## src/regbuf_pkg.sv

```systemverilog
// Package for the registered command/address buffer with parity.
// Assumes a single system clock that stands for the differential clock.
package regbuf_pkg;
   localparam int CA_W        = 22;  // Chip-select gated command/address
   localparam int CKE_W       = 2;   // Clock enable lines
   localparam int ODT_W       = 2;   // Termination control lines
   localparam int CS_W        = 4;   // Chip select inputs
   localparam int ERR_HOLD    = 2;   // Cycles the error stays low
   localparam int QUIET_CYC   = 3;   // Error held inactive after reset
   localparam logic [1:0] QUIET_CNT_W1 = 2'h3;
   localparam logic [CA_W-1:0] CA_RST = 22'h000000;
endpackage : regbuf_pkg

```

## src/parity_err.sv

```systemverilog
// Parity checker and open-drain error stretcher.
// Assumes data and chip-select levels already synchronised by the caller.
`timescale 1ns/1ps
module parity_err (
   input  wire logic                        clk_sys,
   input  wire logic                        arst_n,
   input  wire logic [regbuf_pkg::CA_W-1:0] ca_prev,
   input  wire logic                        cs_prev_any,
   input  wire logic                        par_bit,
   output logic                             err_oe
);
   import regbuf_pkg::*;

   logic       chk_ff;     // Compare result, two cycles before output
   logic       rep_ff;     // Extra report stage for output alignment
   logic [1:0] hold_ff;    // Remaining low cycles of the error
   logic [1:0] quiet_ff;   // Post-reset quiet counter
   logic       nxt_chk;
   wire        mismatch;
   wire        quiet;

   // Odd count of high inputs plus the parity bit is an error
   assign mismatch = ^{ca_prev, par_bit};
   assign quiet    = (quiet_ff != 2'h0);
   // Only evaluate when any select was low with the covered data
   assign nxt_chk  = cs_prev_any & mismatch;

   // Quiet window after reset release keeps the output released
   always_ff @(posedge clk_sys or negedge arst_n) begin
      if (!arst_n) quiet_ff <= QUIET_CNT_W1;
      else if (quiet) quiet_ff <= quiet_ff - 2'h1;
   end

   // Compare, report delay, then stretch: error one cycle later than
   // the basic compare, so it lines up with re-driven command timing
   always_ff @(posedge clk_sys or negedge arst_n) begin
      if (!arst_n) begin
         chk_ff  <= 1'b0;
         rep_ff  <= 1'b0;
         hold_ff <= 2'h0;
      end else begin
         chk_ff <= nxt_chk & ~quiet;
         rep_ff <= chk_ff;
         if (rep_ff)
            hold_ff <= 2'(ERR_HOLD);
         else if (hold_ff != 2'h0)
            hold_ff <= hold_ff - 2'h1;
      end
   end

   // Enable high pulls the shared line low; otherwise released
   assign err_oe = (hold_ff != 2'h0);
endmodule : parity_err

```

## src/regbuf_top.sv

```systemverilog
// Registered 1:2 command/address buffer with chip-select gating and parity.
// Assumes clk_sys is the crossing of the differential clock pair; inputs
// come from the controller on that clock so they are not re-synchronised.
//
// Overview of operation
// - Sample every input on the rising clock; outputs hold in between.
// - Each registered command/address, select, clock enable and termination bit drives two identical output copies.
// - Gating on and all four selects high: command/address outputs hold.
// - Gating enable low: command/address outputs update every clock.
// - Selects 0 and 1 are re-driven; selects 2 and 3 only gate.
// - Select, clock enable and termination outputs update every clock.
// - Reset clears all registers except the quiet counter, which loads 3, and drives every output except error low.
// - Reset acts asynchronously to the clock.
// - Reset beats select control; error output is released during reset.
// - During reset clock and data inputs are ignored.
// - Leaving reset with low inputs keeps outputs low without glitches.
// - Error when high covered inputs plus parity bit count is odd.
// - Parity bit arrives one cycle after data; paired with that data.
// - Parity checked only when some select was low; else no new error is raised.
// - Parity checking ignores the gating enable.
// - An asserted error stays low two cycles or until reset.
// - Error output is active low and open drain.
// - Error reported one extra cycle after the basic compare.
// - After reset the error output stays released for three cycles.
`timescale 1ns/1ps
module regbuf_top (
   input  wire logic                         clk_sys,
   input  wire logic                         arst_n,
   input  wire logic [regbuf_pkg::CA_W-1:0]  cmd_addr_in,
   input  wire logic                         chip_sel_in_0_n,
   input  wire logic                         chip_sel_in_1_n,
   input  wire logic                         chip_sel_in_2_n,
   input  wire logic                         chip_sel_in_3_n,
   input  wire logic [regbuf_pkg::CKE_W-1:0] clock_enable_in,
   input  wire logic [regbuf_pkg::ODT_W-1:0] termination_ctl_in,
   input  wire logic                         select_gating_enable,
   input  wire logic                         parity_bit_in,
   output logic      [regbuf_pkg::CA_W-1:0]  cmd_addr_out_a,
   output logic      [regbuf_pkg::CA_W-1:0]  cmd_addr_out_b,
   output logic                              chip_sel_out_0_n_a,
   output logic                              chip_sel_out_0_n_b,
   output logic                              chip_sel_out_1_n_a,
   output logic                              chip_sel_out_1_n_b,
   output logic      [regbuf_pkg::CKE_W-1:0] clock_enable_out_a,
   output logic      [regbuf_pkg::CKE_W-1:0] clock_enable_out_b,
   output logic      [regbuf_pkg::ODT_W-1:0] termination_ctl_out_a,
   output logic      [regbuf_pkg::ODT_W-1:0] termination_ctl_out_b,
   output logic                              parity_error_n_o,
   output logic                              parity_error_n_oe
);
   import regbuf_pkg::*;

   ////////////////////////////////////////////////////////////////////////
   // Registers
   logic [CA_W-1:0]  ca_ff;       // Gated command/address latch
   logic [1:0]       cs_ff;       // Re-driven selects 0 and 1
   logic [CKE_W-1:0] cke_ff;
   logic [ODT_W-1:0] odt_ff;
   logic [CA_W-1:0]  ca_par_ff;   // Raw data kept for late parity
   logic             csv_ff;      // Some select was low with that data
   logic [CA_W-1:0]  nxt_ca;

   wire [CS_W-1:0] cs_all;
   wire            cs_any_low;
   wire            ca_update;
   wire            err_oe;

   ////////////////////////////////////////////////////////////////////////
   // Decode: gating holds the latch only when every select is high
   assign cs_all     = {chip_sel_in_3_n, chip_sel_in_2_n,
                        chip_sel_in_1_n, chip_sel_in_0_n};
   assign cs_any_low = ~&cs_all;
   assign ca_update  = ~select_gating_enable | cs_any_low;
   assign nxt_ca     = ca_update ? cmd_addr_in : ca_ff;

   // Command/address latch; reset wins over any select state
   always_ff @(posedge clk_sys or negedge arst_n) begin
      if (!arst_n) ca_ff <= CA_RST;
      else ca_ff <= nxt_ca;
   end

   // Ungated controls re-register every clock
   always_ff @(posedge clk_sys or negedge arst_n) begin
      if (!arst_n) begin
         cs_ff  <= 2'h0;
         cke_ff <= '0;
         odt_ff <= '0;
      end else begin
         cs_ff  <= {chip_sel_in_1_n, chip_sel_in_0_n};
         cke_ff <= clock_enable_in;
         odt_ff <= termination_ctl_in;
      end
   end

   ////////////////////////////////////////////////////////////////////////
   // Parity side: raw data is kept even while gated, since the
   // checker must see what the controller sent, not what was held.
   always_ff @(posedge clk_sys or negedge arst_n) begin
      if (!arst_n) begin
         ca_par_ff <= CA_RST;
         csv_ff    <= 1'b0;
      end else begin
         ca_par_ff <= cmd_addr_in;
         csv_ff    <= cs_any_low;
      end
   end

   parity_err parity_err_inst (
      .clk_sys     (clk_sys),
      .arst_n      (arst_n),
      .ca_prev     (ca_par_ff),
      .cs_prev_any (csv_ff),
      .par_bit     (parity_bit_in),
      .err_oe      (err_oe)
   );

   ////////////////////////////////////////////////////////////////////////
   // Two copies of every re-driven command/address and control bit
   assign cmd_addr_out_a        = ca_ff;
   assign cmd_addr_out_b        = ca_ff;
   assign chip_sel_out_0_n_a    = cs_ff[0];
   assign chip_sel_out_0_n_b    = cs_ff[0];
   assign chip_sel_out_1_n_a    = cs_ff[1];
   assign chip_sel_out_1_n_b    = cs_ff[1];
   assign clock_enable_out_a    = cke_ff;
   assign clock_enable_out_b    = cke_ff;
   assign termination_ctl_out_a = odt_ff;
   assign termination_ctl_out_b = odt_ff;
   // Open drain: the output level is always low, only the enable moves
   assign parity_error_n_o      = 1'b0;
   assign parity_error_n_oe     = err_oe;
endmodule : regbuf_top

```

## config.mk

```make
export PLATFORM = sky130hd
export DESIGN_NAME = regbuf_top
export DESIGN_NICKNAME = d
export VERILOG_FILES = /design/src/regbuf_pkg.sv /design/src/parity_err.sv /design/src/regbuf_top.sv
export SDC_FILE = /design/constraint.sdc
export NUM_CORES = 1
export LEC_CHECK = 0
export BUFFER_PORTS_ARGS = -buffer_cell sky130_fd_sc_hd__buf_2
export CORE_MARGIN = 5
export CORE_UTILIZATION = 47
export DETAILED_ROUTE_END_ITERATION = 8
export GPL_TIMING_DRIVEN = 0
export PLACE_DENSITY = 0.78
export SYNTH_ARGS = -nofsm -noshare
export SYNTH_HDL_FRONTEND = slang
export SYNTH_SLANG_ARGS = --single-unit
```

## constraint.sdc

```tcl
create_clock -name clk_sys -period 1.73 [get_ports clk_sys]
set_input_delay 0.519 -clock clk_sys [delete_from_list [all_inputs] [get_ports clk_sys]]
set_output_delay 0.519 -clock clk_sys [all_outputs]
set_load 0.005 [all_outputs]
```

==> flow_summary.ini, run 1 <==
[layout]
final_common_cell = buf_2
drive_above_1_share_pct = 62.75
diodes = 0
num-nets-final = 287
area_growth_pct = 33.03
layout.cells.most_common_list = 91 x buf_2, 55 x dfrtp_1, 30 x buf_4

[grt]
grt_max_degree = 58
grt_pass1_wl_um = 6492
grt.total_usage_pct = 14.15
global_route.overflow_total = 0
antenna_found_initial = 0
first_global_vias = 1402

[sta]
tightest_slew_ps = 667.9
min_period_ps = 1649
fin_worst_skew_ps = 6.313
slew_violations = 0
max_slew_margin_pct = 55.47
hold_ws_ps = 234.1
max_freq_mhz = 606.3
finalSetupViolCount = 0
finalSetupTns_ps = 0
period_share_pct = 95.34
rsz0062_at_grt = no
hold_viol = 0

[pwr]
p_comb_share_pct = 15.0
cellPowerDensity_mw_per_mm2 = 1122
switching_share_pct = 21.92
switching_power_uw = 726.6
ir_drop_mv = 0.6982
p_leak_uw = 0.001492
seqPwrFrac_pct = 45.3
p_clk_share_pct = 39.7
power.internal_uw = 2588

[setup_path]
startpoint = parity_err_inst.hold_ff[0]$_DFFE_PN0P_
cp_data_arrival_time_ps = 1130
crit_path_end = parity_error_n_oe
endpoint_kind = primary output
worstPathRequired_ps = 1210
critPathMaxStageDelay_ps = 380
crit_slowest_cell = dfrtp_1
cp_max_fo = 4
worstSetupPathType = reg -> out
r2r_end = parity_err_inst.chk_ff$_DFF_PN0_
reg2reg_depth = 5
cp_common_cell = inv_1
crit_path_cell_trace = inv_1 > ha_2 > inv_1 > buf_2
start_kind = flip-flop
r2r-start = ca_par_ff[17]$_DFF_PN0_
rrSetupSlack_ps = 130

[clock_tree]
root_buffer = clkbuf_8
cts_buffers = 9
clock-sinks = 57
cts_max_level = 3
postCtsHoldBufs = 0
clk_pin_slew_worst_paths_ps = 60
clock_latency_ps = 330
cts_tree = done
clockBufferDepth = 2

[routing]
postRouteAntennaNets = 0
remaining_drc_errors = 0
drt_wl_total_um = 3814
avgRoutedWirePerCell_um = 12.34
vias_per_cell = 4.414
drtIter0Drc = 38
vias = 1364
drt_pass1_iterations = 4

[yosys]
synthDistinctLibCells = 18
synth_warnings = 0
syn-cell-area_sq_mm = 0.002220
avgSynthCellArea_sq_um = 14.80
synthCells = 150
synthesis.nets = 186
synth.ff_latch_count = 57
yosysSeqAreaShare_pct = 64.37

[place]
gp_congestion = 0.6458
hpwlAfterDp_um = 2809
portBuffers = 90

[run_status]
outcome = completed

[die]
die_w_um = 78.72
die_area_sq_mm = 0.006197
die_y_um = 78.72
pin_count = 92
start_util_pct = 47.62
coreArea_sq_mm = 0.004661
core.rowCount = 25

[flow_run]
maxCapViolations = 0

[min_path]
hp-class = in -> async
metal layers:
metal / global-route usage, % / up-vias / part of all wire [%]
met5: 0 / - / 0
met4: 7.343 / 0 / 1.8
met3: 7.483 / 7 / 12
met2: 21.73 / 69 / 47
met1: 15.96 / 636 / 39
li1: - / 652 / -
registers in the layout, indices dropped and copies added, names as in the netlist:
signal / flops
ca_par_ff: 22
clock_enable_out_a: 2
cmd_addr_out_a: 22
cs_ff: 2
csv_ff: 1
parity_err_inst.chk_ff: 1
parity_err_inst.hold_ff: 2
parity_err_inst.quiet_ff: 2
parity_err_inst.rep_ff: 1
termination_ctl_out_a: 2
synth_stat cells (all sizes together):
library cell  instances  share of area, %
a211o                 1              0.39
and3                  1              0.28
buf                  31                10
clkbuf                1              0.17
conb                  1              0.17
dfrtp                55                62
dfstp                 2               2.4
ha                    2               1.1
inv                   6               1.0
mux2                 22                11
mux2i                 1              0.45
nand4                 1              0.28
nor2                  2              0.34
or2                   1              0.28
xnor2                18               7.1
xnor3                 1               1.0
xor2                  4               1.6
power by group through the flow:
stage	registers, uW	clock network, uW	logic, uW
after floorplan	1520	0	308
after global placement	1520	0	490
after global routing	1520	1430	555
final	1500	1320	496
after CTS	1500	1360	504
after detailed placement	1530	0	501
through the flow:
| step | cells | utilization (%) | power, uW | cell area, sq um | setup slack, ps |
|---|---|---|---|---|---|
| 6_report | 309 | 63.36 | 3314 | 2953 | 80.62 |
| 5_1_grt | 309 | 63.36 | 3499 | 2953 | 12.05 |
| 4_1_cts | 309 | 63.25 | 3372 | 2948 | 35.87 |
| 3_5_place_dp | 294 | 58.74 | 2028 | 2738 | -93.75 |
| 3_3_place_gp | 294 | 58.74 | 2013 | 2738 | -78.16 |
| 2_1_floorplan | 150 | - | 1832 | 2220 | 117.2 |
worst min-delay path by stage:
stage	start	to	slack [ps]	cells past startpoint
floorplan	arst_n	ca_par_ff[0]$_DFF_PN0_	220	0
global placement	parity_err_inst.chk_ff$_DFF_PN0_	parity_err_inst.rep_ff$_DFF_PN0_	330	0
finish	arst_n	cmd_addr_out_a[18]$_DFFE_PN0P_	230	1
global route	termination_ctl_in[1]	termination_ctl_out_a[1]$_DFF_PN0_	260	1
detailed placement	parity_err_inst.chk_ff$_DFF_PN0_	parity_err_inst.rep_ff$_DFF_PN0_	340	0
CTS	termination_ctl_in[0]	termination_ctl_out_a[0]$_DFF_PN0_	260	1
what timing repair did:
item / 4_1_cts / 5_1_grt
buffers inserted: 0 / 0
resized for setup: 0 / 1
setup endpoints to repair: 0 / 1
cell families after synthesis:
logic type | count (synthesis) | synth area share (%)
DFF | 57 | 64.37
and+or+nand+nor | 5 | 1.184
other | 1 | 0.1689
muxes | 23 | 11.61
xor gates and xnor gates | 23 | 9.695
AOI/OAI and AO/OA | 1 | 0.3947
adders and majority gates | 2 | 1.127
buffers and inverters | 38 | 11.44
layout make-up:
class                   instances  area (sq um)
flip-flops and latches         57          1429
fillers                       353          1708
inverters                       6         22.52
multi-input cells              55         539.3
clock buffers                  12         145.1
repair buffers                 90         452.9
plain buffers                  32         231.5
well taps                      54         67.56
clock inverters                 3         65.06
worst max-delay path, delay by kind of cell, from the launching register on:
kind | cells | cell delay [ps]
fa+ha+maj | 1 | 200
buf+inv | 3 | 220
flops | 1 | 380
(Power assumes the default switching activity.)
==> run 2, diff against run 1 <==
--- a/config.mk
+++ b/config.mk
@@ -6,11 +6,13 @@
 export NUM_CORES = 1
 export LEC_CHECK = 0
 export BUFFER_PORTS_ARGS = -buffer_cell sky130_fd_sc_hd__buf_2
+export CELL_PAD_IN_SITES_DETAIL_PLACEMENT = 0
+export CELL_PAD_IN_SITES_GLOBAL_PLACEMENT = 1
 export CORE_MARGIN = 5
-export CORE_UTILIZATION = 47
+export CORE_UTILIZATION = 37
 export DETAILED_ROUTE_END_ITERATION = 8
 export GPL_TIMING_DRIVEN = 0
-export PLACE_DENSITY = 0.78
+export PLACE_DENSITY = 0.79
 export SYNTH_ARGS = -nofsm -noshare
 export SYNTH_HDL_FRONTEND = slang
 export SYNTH_SLANG_ARGS = --single-unit
==> run 2 against run 1 <==
- final area is 1.1% lower
- clock-buffer cell count stayed put
- first-iteration DRC count is 34% higher
- setup slack better by 0.90 ps
- register-to-register slack hardly changed
- total power is 10% lower
- critical path type unchanged
- critical endpoint unchanged
==> flow_summary.ini, run 2 (same netlist as run 1, synthesis figures left out) <==
[pwr]
switching_power_uw = 695.0
seqPwrFrac_pct = 50.5
switching_share_pct = 23.36
power.internal_uw = 2280
ir_drop_mv = 0.5962
p_comb_share_pct = 16.6
p_leak_uw = 0.001464
cellPowerDensity_mw_per_mm2 = 1019
p_clk_share_pct = 32.9

[clock_tree]
clock-sinks = 57
root_buffer = clkbuf_8
clock_latency_ps = 320
cts_setup_buffers = 0
clk_pin_slew_worst_paths_ps = 60
cts_tree = done
cts_buffers = 9
clockBufferDepth = 2
postCtsHoldBufs = 0
cts_max_level = 3

[die]
core.rowCount = 28
start_util_pct = 37.71
coreArea_sq_mm = 0.005886
die_w_um = 87.46
pin_count = 92
die_y_um = 87.46
die_area_sq_mm = 0.007648

[sta]
min_period_ps = 1648
period_share_pct = 95.29
slew_violations = 0
tightest_slew_ps = 689.2
finalSetupViolCount = 0
fin_worst_skew_ps = 4.580
hold_viol = 0
max_slew_margin_pct = 54.05
max_freq_mhz = 606.6
rsz0062_at_grt = no
finalSetupTns_ps = 0

[setup_path]
crit_buf_inv = 3
endpoint_kind = primary output
critPathMaxStageDelay_ps = 380
crit_path_cell_trace = inv_1 > ha_2 > inv_1 > buf_2
rrSetupSlack_ps = 120
crit_slowest_cell = dfrtp_1
worstPathRequired_ps = 1210
cp_common_cell = inv_1
cp_top_family = flip-flops
reg2reg_depth = 5
worstSetupPathType = reg -> out
start_kind = flip-flop
r2r_end = parity_err_inst.chk_ff$_DFF_PN0_
cp_data_arrival_time_ps = 1130
r2r-start = ca_par_ff[16]$_DFF_PN0_
cp_max_fo = 4

[grt]
global_route.overflow_total = 0
grt.total_usage_pct = 11.16
first_global_vias = 1350
grt_pass1_wl_um = 6203
grt_max_degree = 58
antenna_found_initial = 0

[routing]
drtIter0Drc = 51
vias_per_cell = 4.125
avgRoutedWirePerCell_um = 12.00
drt_wl_total_um = 3937
drt_pass1_iterations = 4
vias = 1353
postRouteAntennaNets = 0
remaining_drc_errors = 0

[place]
dp_cells = 315
hpwlAfterDp_um = 2938
gp_congestion = 0.7449
portBuffers = 90

[min_path]
hp-class = in -> async

[layout]
final_common_cell = buf_2
area_growth_pct = 31.51
drive_above_1_share_pct = 62.45
postLayoutCoreUtil_pct = 49.60
fin_cells = 328
diodes = 0
num-nets-final = 287
layout.cells.most_common_list = 91 x buf_2, 55 x dfrtp_1, 30 x buf_4

[flow_run]
maxCapViolations = 0

[run_status]
outcome = completed
-- run 2: per-stage QoR --
step / setup slack [ps] / area, sq um / hold WS [ps] / total power, uW
after detailed placement: -128.0 / 2764 / 344.9 / 2033
after floorplan: 117.2 / 2220 / 223.4 / 1832
final: 81.52 / 2919 / 249.3 / 2975
after CTS: 33.20 / 2914 / 281.2 / 3024
after global routing: 3.931 / 2919 / 273.9 / 3166
after global placement: -113.7 / 2764 / 334.4 / 2012
-- run 2: metal layers --
| layer | part of all wire (%) | GRT usage [%] | up-vias |
|---|---|---|---|
| met5 | 0 | 0 | - |
| met4 | 2.5 | 7.950 | 0 |
| met3 | 8.2 | 4.163 | 9 |
| met2 | 50 | 17.33 | 52 |
| met1 | 39 | 12.53 | 641 |
| li1 | - | - | 651 |
-- run 2: final cells by class --
class | count | area, sq um
fillers | 550 | 2967
flip-flops and latches | 57 | 1429
multi-input cells | 55 | 539.3
repair buffers | 90 | 452.9
plain buffers | 32 | 231.5
clock buffers | 12 | 145.1
well taps | 75 | 93.84
inverters | 6 | 22.52
clock inverters | 1 | 5.005
-- run 2: power groups by stage --
stage | clock (uW) | sequential (uW) | combinational, uW
floorplan | 0 | 1520 | 308
global placement | 0 | 1520 | 489
detailed placement | 0 | 1530 | 505
CTS | 1010 | 1510 | 507
global route | 1080 | 1520 | 562
finish | 978 | 1500 | 495
-- run 2: how the worst max path moves through the flow --
stage | from | cells after the start | to | slack (ps)
floorplan | parity_bit_in | 5 | parity_err_inst.chk_ff$_DFF_PN0_ | 120
global placement | chip_sel_in_0_n | 6 | cmd_addr_out_a[2]$_DFFE_PN0P_ | -110
detailed placement | chip_sel_in_0_n | 6 | cmd_addr_out_a[11]$_DFFE_PN0P_ | -130
CTS | parity_err_inst.hold_ff[0]$_DFFE_PN0P_ | 4 | parity_error_n_oe | 30
global route | parity_err_inst.hold_ff[0]$_DFFE_PN0P_ | 4 | parity_error_n_oe | 4
finish | parity_err_inst.hold_ff[0]$_DFFE_PN0P_ | 4 | parity_error_n_oe | 80
-- run 2: repair_timing --
action	CTS	global route
endpoints found under the setup margin	0	1
endpoints found under the hold margin	0	0
resized for setup	0	1
==> run 3, diff against run 2 <==
--- a/config.mk
+++ b/config.mk
@@ -6,13 +6,14 @@
 export NUM_CORES = 1
 export LEC_CHECK = 0
 export BUFFER_PORTS_ARGS = -buffer_cell sky130_fd_sc_hd__buf_2
+export CAP_MARGIN = 15
 export CELL_PAD_IN_SITES_DETAIL_PLACEMENT = 0
 export CELL_PAD_IN_SITES_GLOBAL_PLACEMENT = 1
 export CORE_MARGIN = 5
-export CORE_UTILIZATION = 37
+export CORE_UTILIZATION = 40
 export DETAILED_ROUTE_END_ITERATION = 8
 export GPL_TIMING_DRIVEN = 0
-export PLACE_DENSITY = 0.79
+export PLACE_DENSITY = 0.84
 export SYNTH_ARGS = -nofsm -noshare
 export SYNTH_HDL_FRONTEND = slang
 export SYNTH_SLANG_ARGS = --single-unit
==> constraint.sdc (replaced) <==
create_clock -name clk_sys -period 1.9 [get_ports clk_sys]
set_input_delay 0.57 -clock clk_sys [delete_from_list [all_inputs] [get_ports clk_sys]]
set_output_delay 0.57 -clock clk_sys [all_outputs]
set_load 0.005 [all_outputs]
==> run 3 against run 2 <==
- hold slack gained 6.8 ps
- wire length grew 0.41%
- largest cell class unchanged
- sequential share of layout area shrank 0.31 points
==> flow_summary.ini, run 3 (same netlist as run 1, synthesis figures left out) <==
[setup_path]
start_kind = flip-flop
worstSetupPathType = reg -> out
cp_common_cell = inv_1
crit_path_cell_trace = inv_1 > ha_1 > inv_1 > buf_2
cp_data_arrival_time_ps = 1150
startpoint = parity_err_inst.hold_ff[0]$_DFFE_PN0P_
r2r_end = parity_err_inst.chk_ff$_DFF_PN0_
worstPathRequired_ps = 1330
crit_path_end = parity_error_n_oe
cp_max_fo = 4
reg2reg_depth = 5
crit_slowest_cell = dfrtp_1
rrSetupSlack_ps = 270
cp.depth = 4
r2r-start = ca_par_ff[20]$_DFF_PN0_
critPathMaxStageDelay_ps = 380
endpoint_kind = primary output
cp_top_family = flip-flops
crit_buf_inv = 3

[clock_tree]
cts_max_level = 3
cts_resized = 0
postCtsHoldBufs = 0
clockBufferDepth = 2
clock-sinks = 57
cts_buffers = 9
clk_pin_slew_worst_paths_ps = 60
clock_latency_ps = 310
cts_tree = done
root_buffer = clkbuf_8
cts_setup_buffers = 0

[grt]
global_route.overflow_total = 0
grt_max_degree = 33
antenna_found_initial = 0
first_global_vias = 1443
grt_pass1_wl_um = 6658
grt.total_usage_pct = 11.89

[routing]
drt_pass1_iterations = 3
drtIter0Drc = 37
vias = 1352
avgRoutedWirePerCell_um = 12.05
remaining_drc_errors = 0
postRouteAntennaNets = 0
vias_per_cell = 4.122
drt_wl_total_um = 3953

[layout]
final_common_cell = buf_2
diodes = 0
num-nets-final = 288
nFillCells = 485
area_growth_pct = 32.36
layout.cells.most_common_list = 92 x buf_2, 55 x dfrtp_1, 29 x buf_4
drive_above_1_share_pct = 61.72

[die]
pin_count = 92
die_y_um = 84.49
die_w_um = 84.49
coreArea_sq_mm = 0.005439
die_area_sq_mm = 0.007139
core.rowCount = 27
start_util_pct = 40.81

[pwr]
p_leak_uw = 0.001477
cellPowerDensity_mw_per_mm2 = 927.1
switching_share_pct = 23.19
seqPwrFrac_pct = 50.2
p_comb_share_pct = 16.4
ir_drop_mv = 0.5244
power.internal_uw = 2092
p_clk_share_pct = 33.4
switching_power_uw = 631.7

[place]
portBuffers = 90
gp_congestion = 0.6790
hpwlAfterDp_um = 3123

[run_status]
outcome = completed

[sta]
finalSetupTns_ps = 0
tightest_slew_ps = 582.6
fin_worst_skew_ps = 5.672
finalSetupViolCount = 0
rsz0062_at_grt = no
max_freq_mhz = 580.5
max_slew_margin_pct = 61.16
slew_violations = 0
min_period_ps = 1723
hold_ws_ps = 256.1
hold_viol = 0
period_share_pct = 90.67

[flow_run]
maxCapViolations = 0

[min_path]
hp-class = in -> async
==> run 3: final cells by class <==
| cell class | instances | area, sq um | area share, % |
|---|---|---|---|
| inverter | 6 | 22.52 | 0.7666 |
| multi-input combinational | 55 | 536.8 | 18.27 |
| buffer | 32 | 231.5 | 7.879 |
| clock inverter | 1 | 5.005 | 0.1704 |
| clock buffer | 14 | 152.6 | 5.196 |
| sequential | 57 | 1429 | 48.64 |
| tap | 72 | 90.09 | 3.066 |
| timing repair buffer | 91 | 470.5 | 16.01 |
==> run 3: worst min path at each step <==
stage | endpoint | slack [ps] | depth (start not counted)
2_1_floorplan | ca_par_ff[0]$_DFF_PN0_ | 270 | 0
3_3_place_gp | parity_err_inst.rep_ff$_DFF_PN0_ | 340 | 0
3_5_place_dp | parity_err_inst.rep_ff$_DFF_PN0_ | 330 | 0
4_1_cts | clock_enable_out_a[0]$_DFF_PN0_ | 260 | 1
5_1_grt | clock_enable_out_a[0]$_DFF_PN0_ | 290 | 1
6_report | cmd_addr_out_a[21]$_DFFE_PN0P_ | 260 | 1
==> run 3: metrics by stage <==
| stage | instances | total power (uW) | instance area, sq um | util (%) | setup slack (ps) |
|---|---|---|---|---|---|
| after floorplan | 150 | 1668 | 2220 | - | 236.2 |
| after global placement | 312 | 1835 | 2760 | 50.75 | 47.54 |
| after detailed placement | 313 | 1848 | 2780 | 51.12 | 51.25 |
| after CTS | 328 | 2769 | 2938 | 54.01 | 152.4 |
| after global routing | 328 | 2878 | 2938 | 54.01 | 80.83 |
| final | 328 | 2724 | 2938 | 54.01 | 177.3 |
==> run 3: power by group through the flow <==
stage               Sequential [uW]  Combinational [uW]  Clock, uW
floorplan                      1390                 281          0
global placement               1390                 446          0
detailed placement             1390                 457          0
CTS                            1370                 458        940
global route                   1380                 499        994
finish                         1370                 447        909
==> run 3: per-layer routing <==
metal | global-route usage, % | part of all wire (%) | vias to the layer above
met5 | 0 | 0 | -
met2 | 20.71 | 54 | 37
met4 | 4.748 | 1.4 | 0
met3 | 4.711 | 6.8 | 5
met1 | 12.90 | 38 | 653
li1 | - | - | 657
